### config.mk
export PLATFORM = sky130hd
export DESIGN_NAME = csw_clock_ctrl
export DESIGN_NICKNAME = d
export VERILOG_FILES = /design/src/logic/csw_pkg.sv /design/src/logic/csw_sync.sv /design/src/logic/csw_clock_ctrl.sv
export SDC_FILE = /design/constraint.sdc
export NUM_CORES = 1
export LEC_CHECK = 0
export CAP_MARGIN = 5
export CORE_ASPECT_RATIO = 0.6
export CORE_UTILIZATION = 63
export CTS_CLUSTER_SIZE = 25
export DETAILED_ROUTE_END_ITERATION = 6
export DONT_BUFFER_PORTS = 1
export GPL_ROUTABILITY_DRIVEN = 0
export GPL_TIMING_DRIVEN = 0
export PLACE_DENSITY_LB_ADDON = 0.1
export SYNTH_ARGS = -nofsm -noshare
export SYNTH_HDL_FRONTEND = slang
export SYNTH_HIERARCHICAL = 1
export SYNTH_SLANG_ARGS = --single-unit
### constraint.sdc
create_clock -name clk -period 2.8 [get_ports clk]
set_input_delay 0.56 -clock clk [delete_from_list [all_inputs] [get_ports clk]]
set_output_delay 0.56 -clock clk [all_outputs]
set_load 0.1 [all_outputs]
### src/logic/csw_pkg.sv
package csw_pkg;

   // register port geometry
   localparam int unsigned CSW_AW = 8;
   localparam int unsigned CSW_DW = 16;

   // register byte offsets
   localparam logic [7:0] CSW_ADDR_SYSCFG   = 8'h00;
   localparam logic [7:0] CSW_ADDR_IRQ_STAT = 8'h04;
   localparam logic [7:0] CSW_ADDR_IRQ_CLR  = 8'h08;
   localparam logic [7:0] CSW_ADDR_IRQ_EN   = 8'h0C;
   localparam logic [7:0] CSW_ADDR_BUSCFG   = 8'h10;
   localparam logic [7:0] CSW_ADDR_CLKSTAT  = 8'h14;

   // field positions
   localparam int unsigned CSW_SUP_DIS_BIT  = 4;
   localparam int unsigned CSW_IRQ_FAIL_BIT = 0;
   localparam int unsigned CSW_CYC_LSB      = 0;
   localparam int unsigned CSW_CYC_W        = 4;
   localparam int unsigned CSW_TRI_BIT      = 5;
   localparam int unsigned CSW_ALE_BIT      = 9;
   localparam int unsigned CSW_STAT_SRC_LSB = 3;
   localparam int unsigned CSW_STAT_DIS_BIT = 8;

   // reset values
   localparam logic [15:0] CSW_SYSCFG_RST = 16'h0000;
   localparam logic [15:0] CSW_BUSCFG_RST = 16'h0000;
   localparam logic        CSW_IRQ_RST    = 1'h0;

   // clock-mode pin codes
   localparam logic [2:0] CSW_MODE_DIRECT = 3'h3;
   localparam logic [2:0] CSW_MODE_PRESC  = 3'h1;

   // timing counts
   localparam logic [3:0] CSW_WDG_LAST  = 4'hF;  // 16th free-running edge overflows
   localparam logic [2:0] CSW_SETTLE    = 3'h4;  // filtered straps are valid from the 4th edge
   localparam logic [3:0] CSW_CYC_MAX   = 4'hF;

   typedef enum logic [4:0] {
      CSW_SRC_RESET  = 5'h01,
      CSW_SRC_DIRECT = 5'h02,
      CSW_SRC_PRESC  = 5'h04,
      CSW_SRC_PLL    = 5'h08,
      CSW_SRC_FAIL   = 5'h10
   } csw_src_t;

   // oscillator edges (both directions) between two PLL resyncs, i.e. 2 x F
   function automatic logic [3:0] csw_resync_edges(input logic [2:0] mode);
      logic [3:0] e;
      e = 4'h8;
      case (mode)
         3'h7:    e = 4'h8;
         3'h6:    e = 4'h6;
         3'h5:    e = 4'h4;
         3'h4:    e = 4'hA;
         3'h2:    e = 4'h3;
         3'h0:    e = 4'h5;
         default: e = 4'h2;
      endcase
      return e;
   endfunction

endpackage

### src/logic/csw_sync.sv
`timescale 1ns/1ps
module csw_sync #(
   parameter int unsigned W = 1
) (
   // clock and reset
   input  wire logic         clk,
   input  wire logic         reset_n,
   // asynchronous level in, filtered level out
   input  wire logic [W-1:0] d,
   output logic      [W-1:0] q
);
   import csw_pkg::*;

   typedef struct packed {
      logic [W-1:0] ff1;
      logic [W-1:0] ff2;
      logic [W-1:0] ff3;
      logic [W-1:0] q;
   } csw_sync_st_t;

   csw_sync_st_t s_q;
   csw_sync_st_t s_d;

   if (W < 1) begin : g_bad_width
      $error("csw_sync: W must be at least 1");
   end

   // ff1 feeds ff2 only; a change is accepted once ff2 and ff3 agree
   always_comb begin
      s_d     = s_q;
      s_d.ff1 = d;
      s_d.ff2 = s_q.ff1;
      s_d.ff3 = s_q.ff2;
      if (s_q.ff2 == s_q.ff3) begin
         s_d.q = s_q.ff3;
      end
   end

   always_ff @(posedge clk or negedge reset_n) begin
      if (!reset_n) begin
         s_q <= '0;
      end else begin
         s_q <= s_d;
      end
   end

   assign q = s_q.q;

endmodule

### src/logic/csw_clock_ctrl.sv
`timescale 1ns/1ps
// Notes on behaviour
// - mode 011: cpu clock follows oscillator directly
// - mode 001: cpu clock is oscillator halved
// - supervision active after reset without software
// - disable bit 4 turns supervision off
// - enabled: free-running pll edges count up
// - each oscillator transition clears the counter
// - sixteen pll edges without transition: failure
// - failure: switch to pll, raise irq flag
// - failure sticks until hardware reset
// - disabled: pll powered off in modes 011/001 only, kept on in pll mode and after failure
// - other codes: pll on, multiply by factor
// - pll resyncs every 2 x F input transitions
// - ale extension and tri-state time from fields
// - wait time two tcl times fifteen minus field
module csw_clock_ctrl (
   // clock and reset
   input  wire logic                       clk,
   input  wire logic                       reset_n,
   // pins from outside
   input  wire logic [2:0]                 clock_mode_pins,
   input  wire logic                       osc_input_pin,
   input  wire logic                       pll_clk_in,
   // register port
   input  wire logic [csw_pkg::CSW_AW-1:0] reg_addr,
   input  wire logic [csw_pkg::CSW_DW-1:0] reg_wdata,
   input  wire logic                       reg_wr,
   input  wire logic                       reg_rd,
   output logic      [csw_pkg::CSW_DW-1:0] reg_rdata,
   // clock outputs
   output logic                            cpu_clk,
   output csw_pkg::csw_src_t               clk_src,
   output logic                            pll_power_on,
   output logic                            pll_free_run,
   output logic      [2:0]                 pll_factor,
   output logic                            pll_resync,
   // bus timing in tcl units
   output logic                            ale_ext_tcl,
   output logic      [4:0]                 wait_tcl,
   output logic      [1:0]                 tristate_tcl,
   // interrupt
   output logic                            clock_fail_irq
);
   import csw_pkg::*;

   typedef struct packed {
      logic [2:0]  settle;
      logic [2:0]  mode;
      csw_src_t    src;
      logic        sup_dis;
      logic [3:0]  wdg_cnt;
      logic        osc_prev;
      logic        pll_prev;
      logic [3:0]  resync_cnt;
      logic        irq_stat;
      logic        irq_en;
      logic [15:0] buscfg;
      logic [15:0] rdata;
      logic        cpu_clk;
      logic        pll_power;
      logic        pll_free;
      logic        resync;
      logic        irq;
      logic        ale_ext;
      logic [4:0]  wait_tcl;
      logic [1:0]  tri_tcl;
   } csw_st_t;

   csw_st_t    s_q;
   csw_st_t    s_d;
   logic [2:0] mode_s;
   logic       osc_s;
   logic       pll_s;
   logic       osc_edge;
   logic       osc_rise;
   logic       pll_rise;
   logic       fail_evt;
   logic       wdg_on;
   logic [3:0] cyc_fld;

   csw_sync #(.W(3)) u_sync_mode (
      .clk     (clk),
      .reset_n (reset_n),
      .d       (clock_mode_pins),
      .q       (mode_s)
   );

   csw_sync #(.W(1)) u_sync_osc (
      .clk     (clk),
      .reset_n (reset_n),
      .d       (osc_input_pin),
      .q       (osc_s)
   );

   csw_sync #(.W(1)) u_sync_pll (
      .clk     (clk),
      .reset_n (reset_n),
      .d       (pll_clk_in),
      .q       (pll_s)
   );

   assign osc_edge = osc_s ^ s_q.osc_prev;
   assign osc_rise = osc_s & ~s_q.osc_prev;
   assign pll_rise = pll_s & ~s_q.pll_prev;
   // the watchdog stops once failed: nothing could undo the switch anyway
   assign wdg_on   = !s_q.sup_dis && (s_q.src != CSW_SRC_RESET) && (s_q.src != CSW_SRC_FAIL);

   always_comb begin
      s_d          = s_q;
      fail_evt     = 1'b0;
      cyc_fld      = 4'h0;
      s_d.osc_prev = osc_s;
      s_d.pll_prev = pll_s;
      s_d.resync   = 1'b0;

      // source selection
      unique case (s_q.src)
         CSW_SRC_RESET: begin
            s_d.cpu_clk = 1'b0;
            if (s_q.settle == CSW_SETTLE) begin
               s_d.mode = mode_s;
               if (mode_s == CSW_MODE_DIRECT) begin
                  s_d.src = CSW_SRC_DIRECT;
               end else if (mode_s == CSW_MODE_PRESC) begin
                  s_d.src = CSW_SRC_PRESC;
               end else begin
                  s_d.src = CSW_SRC_PLL;
               end
            end else begin
               // the mode filter shows the pins only after four edges; latching earlier
               // would take its reset value
               s_d.settle = s_q.settle + 3'h1;
            end
         end
         CSW_SRC_DIRECT: begin
            s_d.cpu_clk = osc_s;
         end
         CSW_SRC_PRESC: begin
            if (osc_rise) begin
               s_d.cpu_clk = ~s_q.cpu_clk;
            end
         end
         CSW_SRC_PLL: begin
            s_d.cpu_clk = pll_s;
            if (osc_edge) begin
               if (s_q.resync_cnt == csw_resync_edges(s_q.mode) - 4'h1) begin
                  s_d.resync_cnt = 4'h0;
                  s_d.resync     = 1'b1;
               end else begin
                  s_d.resync_cnt = s_q.resync_cnt + 4'h1;
               end
            end
         end
         CSW_SRC_FAIL: begin
            s_d.cpu_clk = pll_s;
         end
      endcase

      // oscillator supervision
      if (!wdg_on) begin
         s_d.wdg_cnt = 4'h0;
      end else if (osc_edge) begin
         s_d.wdg_cnt = 4'h0;
      end else if (pll_rise) begin
         if (s_q.wdg_cnt == CSW_WDG_LAST) begin
            fail_evt = 1'b1;
         end else begin
            s_d.wdg_cnt = s_q.wdg_cnt + 4'h1;
         end
      end
      if (fail_evt) begin
         s_d.src     = CSW_SRC_FAIL;
         s_d.wdg_cnt = 4'h0;
      end

      // register writes; a failure in the clearing cycle still sets the flag
      if (reg_wr) begin
         unique case (reg_addr)
            CSW_ADDR_SYSCFG:   s_d.sup_dis = reg_wdata[CSW_SUP_DIS_BIT];
            CSW_ADDR_IRQ_CLR: begin
               if (reg_wdata[CSW_IRQ_FAIL_BIT]) begin
                  s_d.irq_stat = 1'b0;
               end
            end
            CSW_ADDR_IRQ_EN:   s_d.irq_en = reg_wdata[CSW_IRQ_FAIL_BIT];
            CSW_ADDR_BUSCFG:   s_d.buscfg = reg_wdata;
            default: begin
            end
         endcase
      end
      if (fail_evt) begin
         s_d.irq_stat = 1'b1;
      end

      // register reads, answered the next cycle only
      s_d.rdata = 16'h0000;
      if (reg_rd) begin
         unique case (reg_addr)
            CSW_ADDR_SYSCFG:   s_d.rdata[CSW_SUP_DIS_BIT]  = s_q.sup_dis;
            CSW_ADDR_IRQ_STAT: s_d.rdata[CSW_IRQ_FAIL_BIT] = s_q.irq_stat;
            CSW_ADDR_IRQ_EN:   s_d.rdata[CSW_IRQ_FAIL_BIT] = s_q.irq_en;
            CSW_ADDR_BUSCFG:   s_d.rdata = s_q.buscfg;
            CSW_ADDR_CLKSTAT: begin
               s_d.rdata[2:0]                   = s_q.mode;
               s_d.rdata[CSW_STAT_SRC_LSB +: 5] = s_q.src;
               s_d.rdata[CSW_STAT_DIS_BIT]      = s_q.sup_dis;
            end
            default: begin
            end
         endcase
      end

      // pll runs for its own mode, after a failure, or free for the watchdog
      s_d.pll_power = (s_d.src == CSW_SRC_PLL) || (s_d.src == CSW_SRC_FAIL)
                      || !s_d.sup_dis;
      s_d.pll_free  = s_d.pll_power && (s_d.src != CSW_SRC_PLL);

      s_d.irq = s_d.irq_stat & s_d.irq_en;

      // bus timing variables
      cyc_fld       = s_d.buscfg[CSW_CYC_LSB +: CSW_CYC_W];
      s_d.ale_ext   = s_d.buscfg[CSW_ALE_BIT];
      s_d.tri_tcl   = {~s_d.buscfg[CSW_TRI_BIT], 1'b0};
      s_d.wait_tcl  = {CSW_CYC_MAX - cyc_fld, 1'b0};
   end

   always_ff @(posedge clk or negedge reset_n) begin
      if (!reset_n) begin
         s_q          <= '0;
         s_q.src      <= CSW_SRC_RESET;
         s_q.sup_dis  <= CSW_SYSCFG_RST[CSW_SUP_DIS_BIT];
         s_q.buscfg   <= CSW_BUSCFG_RST;
         s_q.irq_stat <= CSW_IRQ_RST;
         s_q.wait_tcl <= {CSW_CYC_MAX, 1'b0};
         s_q.tri_tcl  <= 2'h2;
         s_q.pll_power <= 1'b1;
         s_q.pll_free <= 1'b1;
      end else begin
         s_q <= s_d;
      end
   end

   assign reg_rdata      = s_q.rdata;
   assign cpu_clk        = s_q.cpu_clk;
   assign clk_src        = s_q.src;
   assign pll_power_on   = s_q.pll_power;
   assign pll_free_run   = s_q.pll_free;
   assign pll_factor     = s_q.mode;
   assign pll_resync     = s_q.resync;
   assign ale_ext_tcl    = s_q.ale_ext;
   assign wait_tcl       = s_q.wait_tcl;
   assign tristate_tcl   = s_q.tri_tcl;
   assign clock_fail_irq = s_q.irq;
endmodule

# == Yosys cells after proc, flatten, opt, wreduce, memory -nomap -nowiden ==
# Cells that the tools add are included.
# op_classes
n_reduce_logical,15
add_sub_neg,5
mux,37
eq_ne,31
bitwise_logic,9
# op_table
cell,n
4-bit 2-to-1 mux,9
16-bit 2-to-1 mux,2
4-bit case mux with 6 select lines,1
5-bit 2-to-1 mux,4
18-bit 2-to-1 mux,1
8-bit by 4-bit == test with 1-bit output (second input constant),2
8-bit by 5-bit == test with 1-bit output (second input constant),2
3-bit == test (second input constant),5
1-bit 2-to-1 mux,14
5-bit by 4-bit == test with 1-bit output (second input constant),2
5-bit == test (second input constant),2
2-bit AND reduction,5
4-bit by 1-bit adder with 4-bit output (second input constant),2
8-bit by 3-bit == test with 1-bit output (second input constant),1
8-bit logical NOT,1
4-bit != test (second input constant),2
1-bit case mux with 4 select lines,2
4-bit case mux with 2 select lines,1
7-bit 2-to-1 mux,1
3-bit by 2-bit == test with 1-bit output (second input constant),2
3-bit case mux with 2 select lines,1
5-bit by 1-bit == test with 1-bit output (second input constant),1
5-bit by 2-bit == test with 1-bit output (second input constant),1
5-bit by 3-bit == test with 1-bit output (second input constant),1
21 further kinds,32
# totals
word_cells,130
ff_bits,87
in_bits,33
output_inout_bits,37

# == Depth between registers and ports, before layout ==
# depth
word_depth,10
depth_mapped,8
ltp_nobuf,7

# == By module ==
# Netlist, hierarchy kept.
# by_module_without_submodules
mod,area_per_inst_um2,cells_each,instances,seq_area_each_um2
csw_clock_ctrl,3303.2,289,1,1661.6
csw_sync (u_sync_mode),402.9,25,1,300.3
csw_sync (u_sync_osc ...),111.4,5,2,100.1

# == Least setup slack after synthesis ==
# No wires, ideal clock.
# synth_path
path_kind,register -> register
from,"reg s_q, in the netlist pll_factor[2]"
to,reg s_q[48] in the netlist's numbering
setup_time_ps,136
stages_incl_launch_ff,8
slack_ps,646
t_arrival_ps,2018
n_path_buf,0
path_cell_list,dfrtp_1 -> or2_1 -> o21ai_0 -> ha_1 -> xnor2_1 -> or4b_1 -> a311oi_2 -> nor3_1
# synth_between
elab_chain_len,7
# synth_rtl
element,line_no,rtl
"start, declared",csw_clock_ctrl.sv:70,csw_st_t s_q;
3-bit by 2-bit == test with 1-bit output (tied with other cells),csw_pkg.sv:51,case (mode)
4-bit case mux with 6 select lines (*),csw_pkg.sv:51,
4-bit 2-to-1 mux (*),csw_clock_ctrl.sv:146,if (osc_edge) begin
4-bit 2-to-1 mux (*),csw_clock_ctrl.sv:118,unique case (s_q.src)
4-bit by 1-bit subtractor with 4-bit output (*),csw_clock_ctrl.sv:147,if (s_q.resync_cnt == csw_resync_edges(s_q.mode) - 4'h1) begin
4-bit == test (*),csw_clock_ctrl.sv:147,
4-bit 2-to-1 mux (*),csw_clock_ctrl.sv:147,
# Every way passes the cells marked *; elsewhere a longest branch is shown, timed or not. The select of a mux whose other input is x is not followed.
# A chain may end at the register's enable or synchronous reset.

# == Worst setup path in the final report ==
# Ends and elaborated chain as after synthesis.

==> impl_metrics.json <==
{
  "cts_root_buf": "sky130_fd_sc_hd__clkbuf_8",
  "synth_seq_area_share": 0.550,
  "grt_start_max_net_pins": 79,
  "antenna_found_initial": 0,
  "vdd.ir_drop.worst_mv": 0.419,
  "synthToLayoutAreaGrowth_pct": 8.98,
  "status": "completed",
  "drt_drc_violations_left": 0,
  "n_antenna_cell": 0,
  "die_w_um": 104,
  "unrepaired_setup_endpoints_after_global_routing": "false",
  "synth_largest_area_cell": "sky130_fd_sc_hd__dfrtp_1",
  "crit_fanout": 9,
  "cap_violations": 0,
  "die_area_um2": 6570,
  "globalRouteOverflowTotal": 0,
  "reg2reg_setup_slack_ns": 0.36,
  "postSynthAreaPerCell_um2": 12.1,
  "dp_slack_ns": 0.408,
  "die_height_um": 63.2,
  "crit_type": "reg2reg",
  "io_buffer_count": 0,
  "worst_setup_hold_path_clk_slew_ns": 0.08,
  "fmaxAchievable_mhz": 410,
  "synth_async_sr_flop_share": 1.00,
  "numCtsBuffers": 9,
  "totalNegativeSetupSlack_ns": 0,
  "viasPerCell": 5.78,
  "min_path_type": "in2async",
  "critical_path_arrival_ns": 2.66,
  "design.core.area_um2": 5780,
  "dr_total_vias": 2433,
  "power_leakage_nw": 2.00,
  "power_density_nw_per_um2": 577,
  "drt_pre_antenna_iters": 5,
  "synthesis.yosys.warnings": 6,
  "clock_network_latency_to_the_later_pin_of_the_worst_skew_pair_ns": 0.35,
  "post_cts_resized": 0,
  "layout_min_cycle_time_ns": 2.44,
  "via_count_of_the_first_global_routing_pass": 2424,
  "tritoncts": "yes",
  "critical-path-slowest-cell": "sky130_fd_sc_hd__or4b_1",
  "final_net_count": 376,
  "synth_top_area_share": 0.497,
  "path_cells": "or2_1 > o21ai_0 > ha_1 > xnor2_1 > or4b_1 > a311oi_2 > nor3_1",
  "synth.lib_cells_used.distinct": 55,
  "post-route-worst-setup-slack_ns": 0.359,
  "ys_top_cells_by_area": "sky130_fd_sc_hd__dfrtp_1, sky130_fd_sc_hd__mux2_2, sky130_fd_sc_hd__buf_4, sky130_fd_sc_hd__dfstp_2, sky130_fd_sc_hd__ha_1",
  "worst-endpoint-required_ns": 3.02,
  "synth_common_cells": "sky130_fd_sc_hd__dfrtp_1, sky130_fd_sc_hd__buf_4, sky130_fd_sc_hd__mux2_2, sky130_fd_sc_hd__nand2_1, sky130_fd_sc_hd__and2_1",
  "synth_most_common_cell": "sky130_fd_sc_hd__dfrtp_1",
  "ctsHtreeMaxLevel": 3,
  "dp.final_hpwl_um": 5110,
  "routed_wire_length_per_instance_um": 17.5,
  "wire_length_of_the_first_global_routing_pass_um": 12100,
  "clock_path_buffers": 2,
  "setup-violations-final": 0,
  "synth_ff_type": "sky130_fd_sc_hd__dfrtp_1",
  "edff_count_synth": 0,
  "remaining_number_of_nets_flagged_by_the_antenna_check_after_routing": 0,
  "pin_count": 70,
  "tightest_slew_ns": 0.951,
  "final_max_slew_viol_count": 0,
  "placement_rows": 21,
  "cp-end-kind": "flip-flop",
  "initialDrtViolationCount": 152,
  "routed_wl_um": 7360,
  "period_share": 0.872,
  "post_synth_instance_area_um2": 3930,
  "drive_above_1_share": 0.290,
  "start_util": 0.680,
  "worst_slew_margin_rel": 0.366,
  "timing_hold_violations_final": 0,
  "synth_seq_cells": 86,
  "worst_path_largest_cell_delay_ns": 0.52,
  "worst_setup_path_start_kind": "flip-flop",
  "gr-usage-all-layers": 0.243,
  "syn-instance-count": 324,
  "clock_sink_count": 86,
  "fin_skew_ns": 0.00892
}
## what timing repair did
action,CTS,global route
hold endpoints to repair,78,0
hold buffers,1,0
setup buffers,0,0
## cells by family after synthesis
family / after synthesis / synth area share
xor gates and xnor gates: 12 / 0.0268
DFF: 86 / 0.550
adders and majority gates: 8 / 0.0248
AOI/OAI and AO/OA: 43 / 0.0847
other: 1 / 0.000954
buffers and inverters: 53 / 0.0841
muxes: 30 / 0.0841
and+or+nand+nor: 91 / 0.144
## metal layers
layer	vias to the layer above	wire length, um	GRT usage
met2	96	3400	0.368
met3	9	532	0.0735
li1	1123	-	-
met1	1205	3320	0.332
met4	0	111	0.0929
met5	-	0	0
## metrics by stage
step,hold WS [ns],area [um^2],cells,util,total power [mW]
2_1_floorplan,0.264,3930,325,-,1.50
3_3_place_gp,0.266,4030,405,0.698,1.52
3_5_place_dp,0.266,4030,405,0.698,1.52
4_1_cts,0.0359,4280,421,0.741,2.49
5_1_grt,0.0240,4280,421,0.741,2.57
6_report,0.0491,4280,421,0.741,2.47
## critical path: cells and delay by family, from the launching register on
family / cells / cell delay [ns]
simple gates: 3 / 0.95
compound gates: 2 / 0.54
flops: 1 / 0.49
fa+ha+maj: 1 / 0.18
xor+xnor: 1 / 0.15
## where the power goes
group          switching (mW)  internal [mW]
Sequential             0.0579           1.29
Clock                   0.421          0.523
Combinational           0.107         0.0672
Total                   0.586           1.88
## layout by cell type, fill, tap and decap left out, types with 3 or more instances in the layout
cell,synthesis,routed
sky130_fd_sc_hd__dfrtp_1,78,78
sky130_fd_sc_hd__buf_4,34,34
sky130_fd_sc_hd__mux2_2,24,24
sky130_fd_sc_hd__nand2_1,16,16
sky130_fd_sc_hd__and2_1,11,11
sky130_fd_sc_hd__nand3_1,10,10
sky130_fd_sc_hd__clkbuf_8,0,10
sky130_fd_sc_hd__nor2_1,9,9
sky130_fd_sc_hd__nor3_1,9,9
sky130_fd_sc_hd__inv_1,8,8
sky130_fd_sc_hd__a21oi_1,8,8
sky130_fd_sc_hd__dfstp_2,8,8
sky130_fd_sc_hd__clkbuf_1,7,7
sky130_fd_sc_hd__a22o_1,7,7
sky130_fd_sc_hd__xor2_1,6,6
sky130_fd_sc_hd__o21ai_0,6,6
sky130_fd_sc_hd__mux2i_1,6,6
sky130_fd_sc_hd__xnor2_1,6,6
sky130_fd_sc_hd__ha_1,6,6
sky130_fd_sc_hd__nand3b_1,5,5
sky130_fd_sc_hd__nand4_1,4,4
sky130_fd_sc_hd__nor2b_1,3,3
sky130_fd_sc_hd__buf_2,3,3
sky130_fd_sc_hd__a21o_1,3,3
sky130_fd_sc_hd__nor3b_1,3,3
sky130_fd_sc_hd__a31oi_1,3,3
## sequential cells by signal (all words and copies together), names as in the netlist, 2 cells and up
signal	flops
clk_src	5
pll_factor	3
reg_rdata	16
s_q	32
u_sync_mode/q	3
u_sync_mode/s_d	6
u_sync_mode/s_q	3
u_sync_osc/s_d	2
u_sync_pll/s_d	2
wait_tcl	4
## area by class of cell
class / count / area, um^2
fill: 395 / 1500
clock buffer: 10 / 138
timing repair buffer: 1 / 27.5
multi-input combinational: 186 / 1440
sequential: 86 / 2160
buffer: 45 / 300
tap: 80 / 100
inverter: 8 / 30.0
clock inverter: 5 / 83.8
## final timing paths
path                                     from            endpoint  cells past startpoint
max                             pll_factor[2]             s_q[48]                      7
min                                   reset_n          clk_src[0]                      0
max reg2reg                     pll_factor[2]             s_q[48]                      7
min reg2reg                u_sync_mode/s_d[6]  u_sync_mode/s_d[3]                      0
max in group asynchronous             reset_n  u_sync_mode/s_q[3]                      1
min in group clk                   pll_clk_in   u_sync_pll/s_d[2]                      0
No activity file was read; power rests on OpenSTA's default activity.
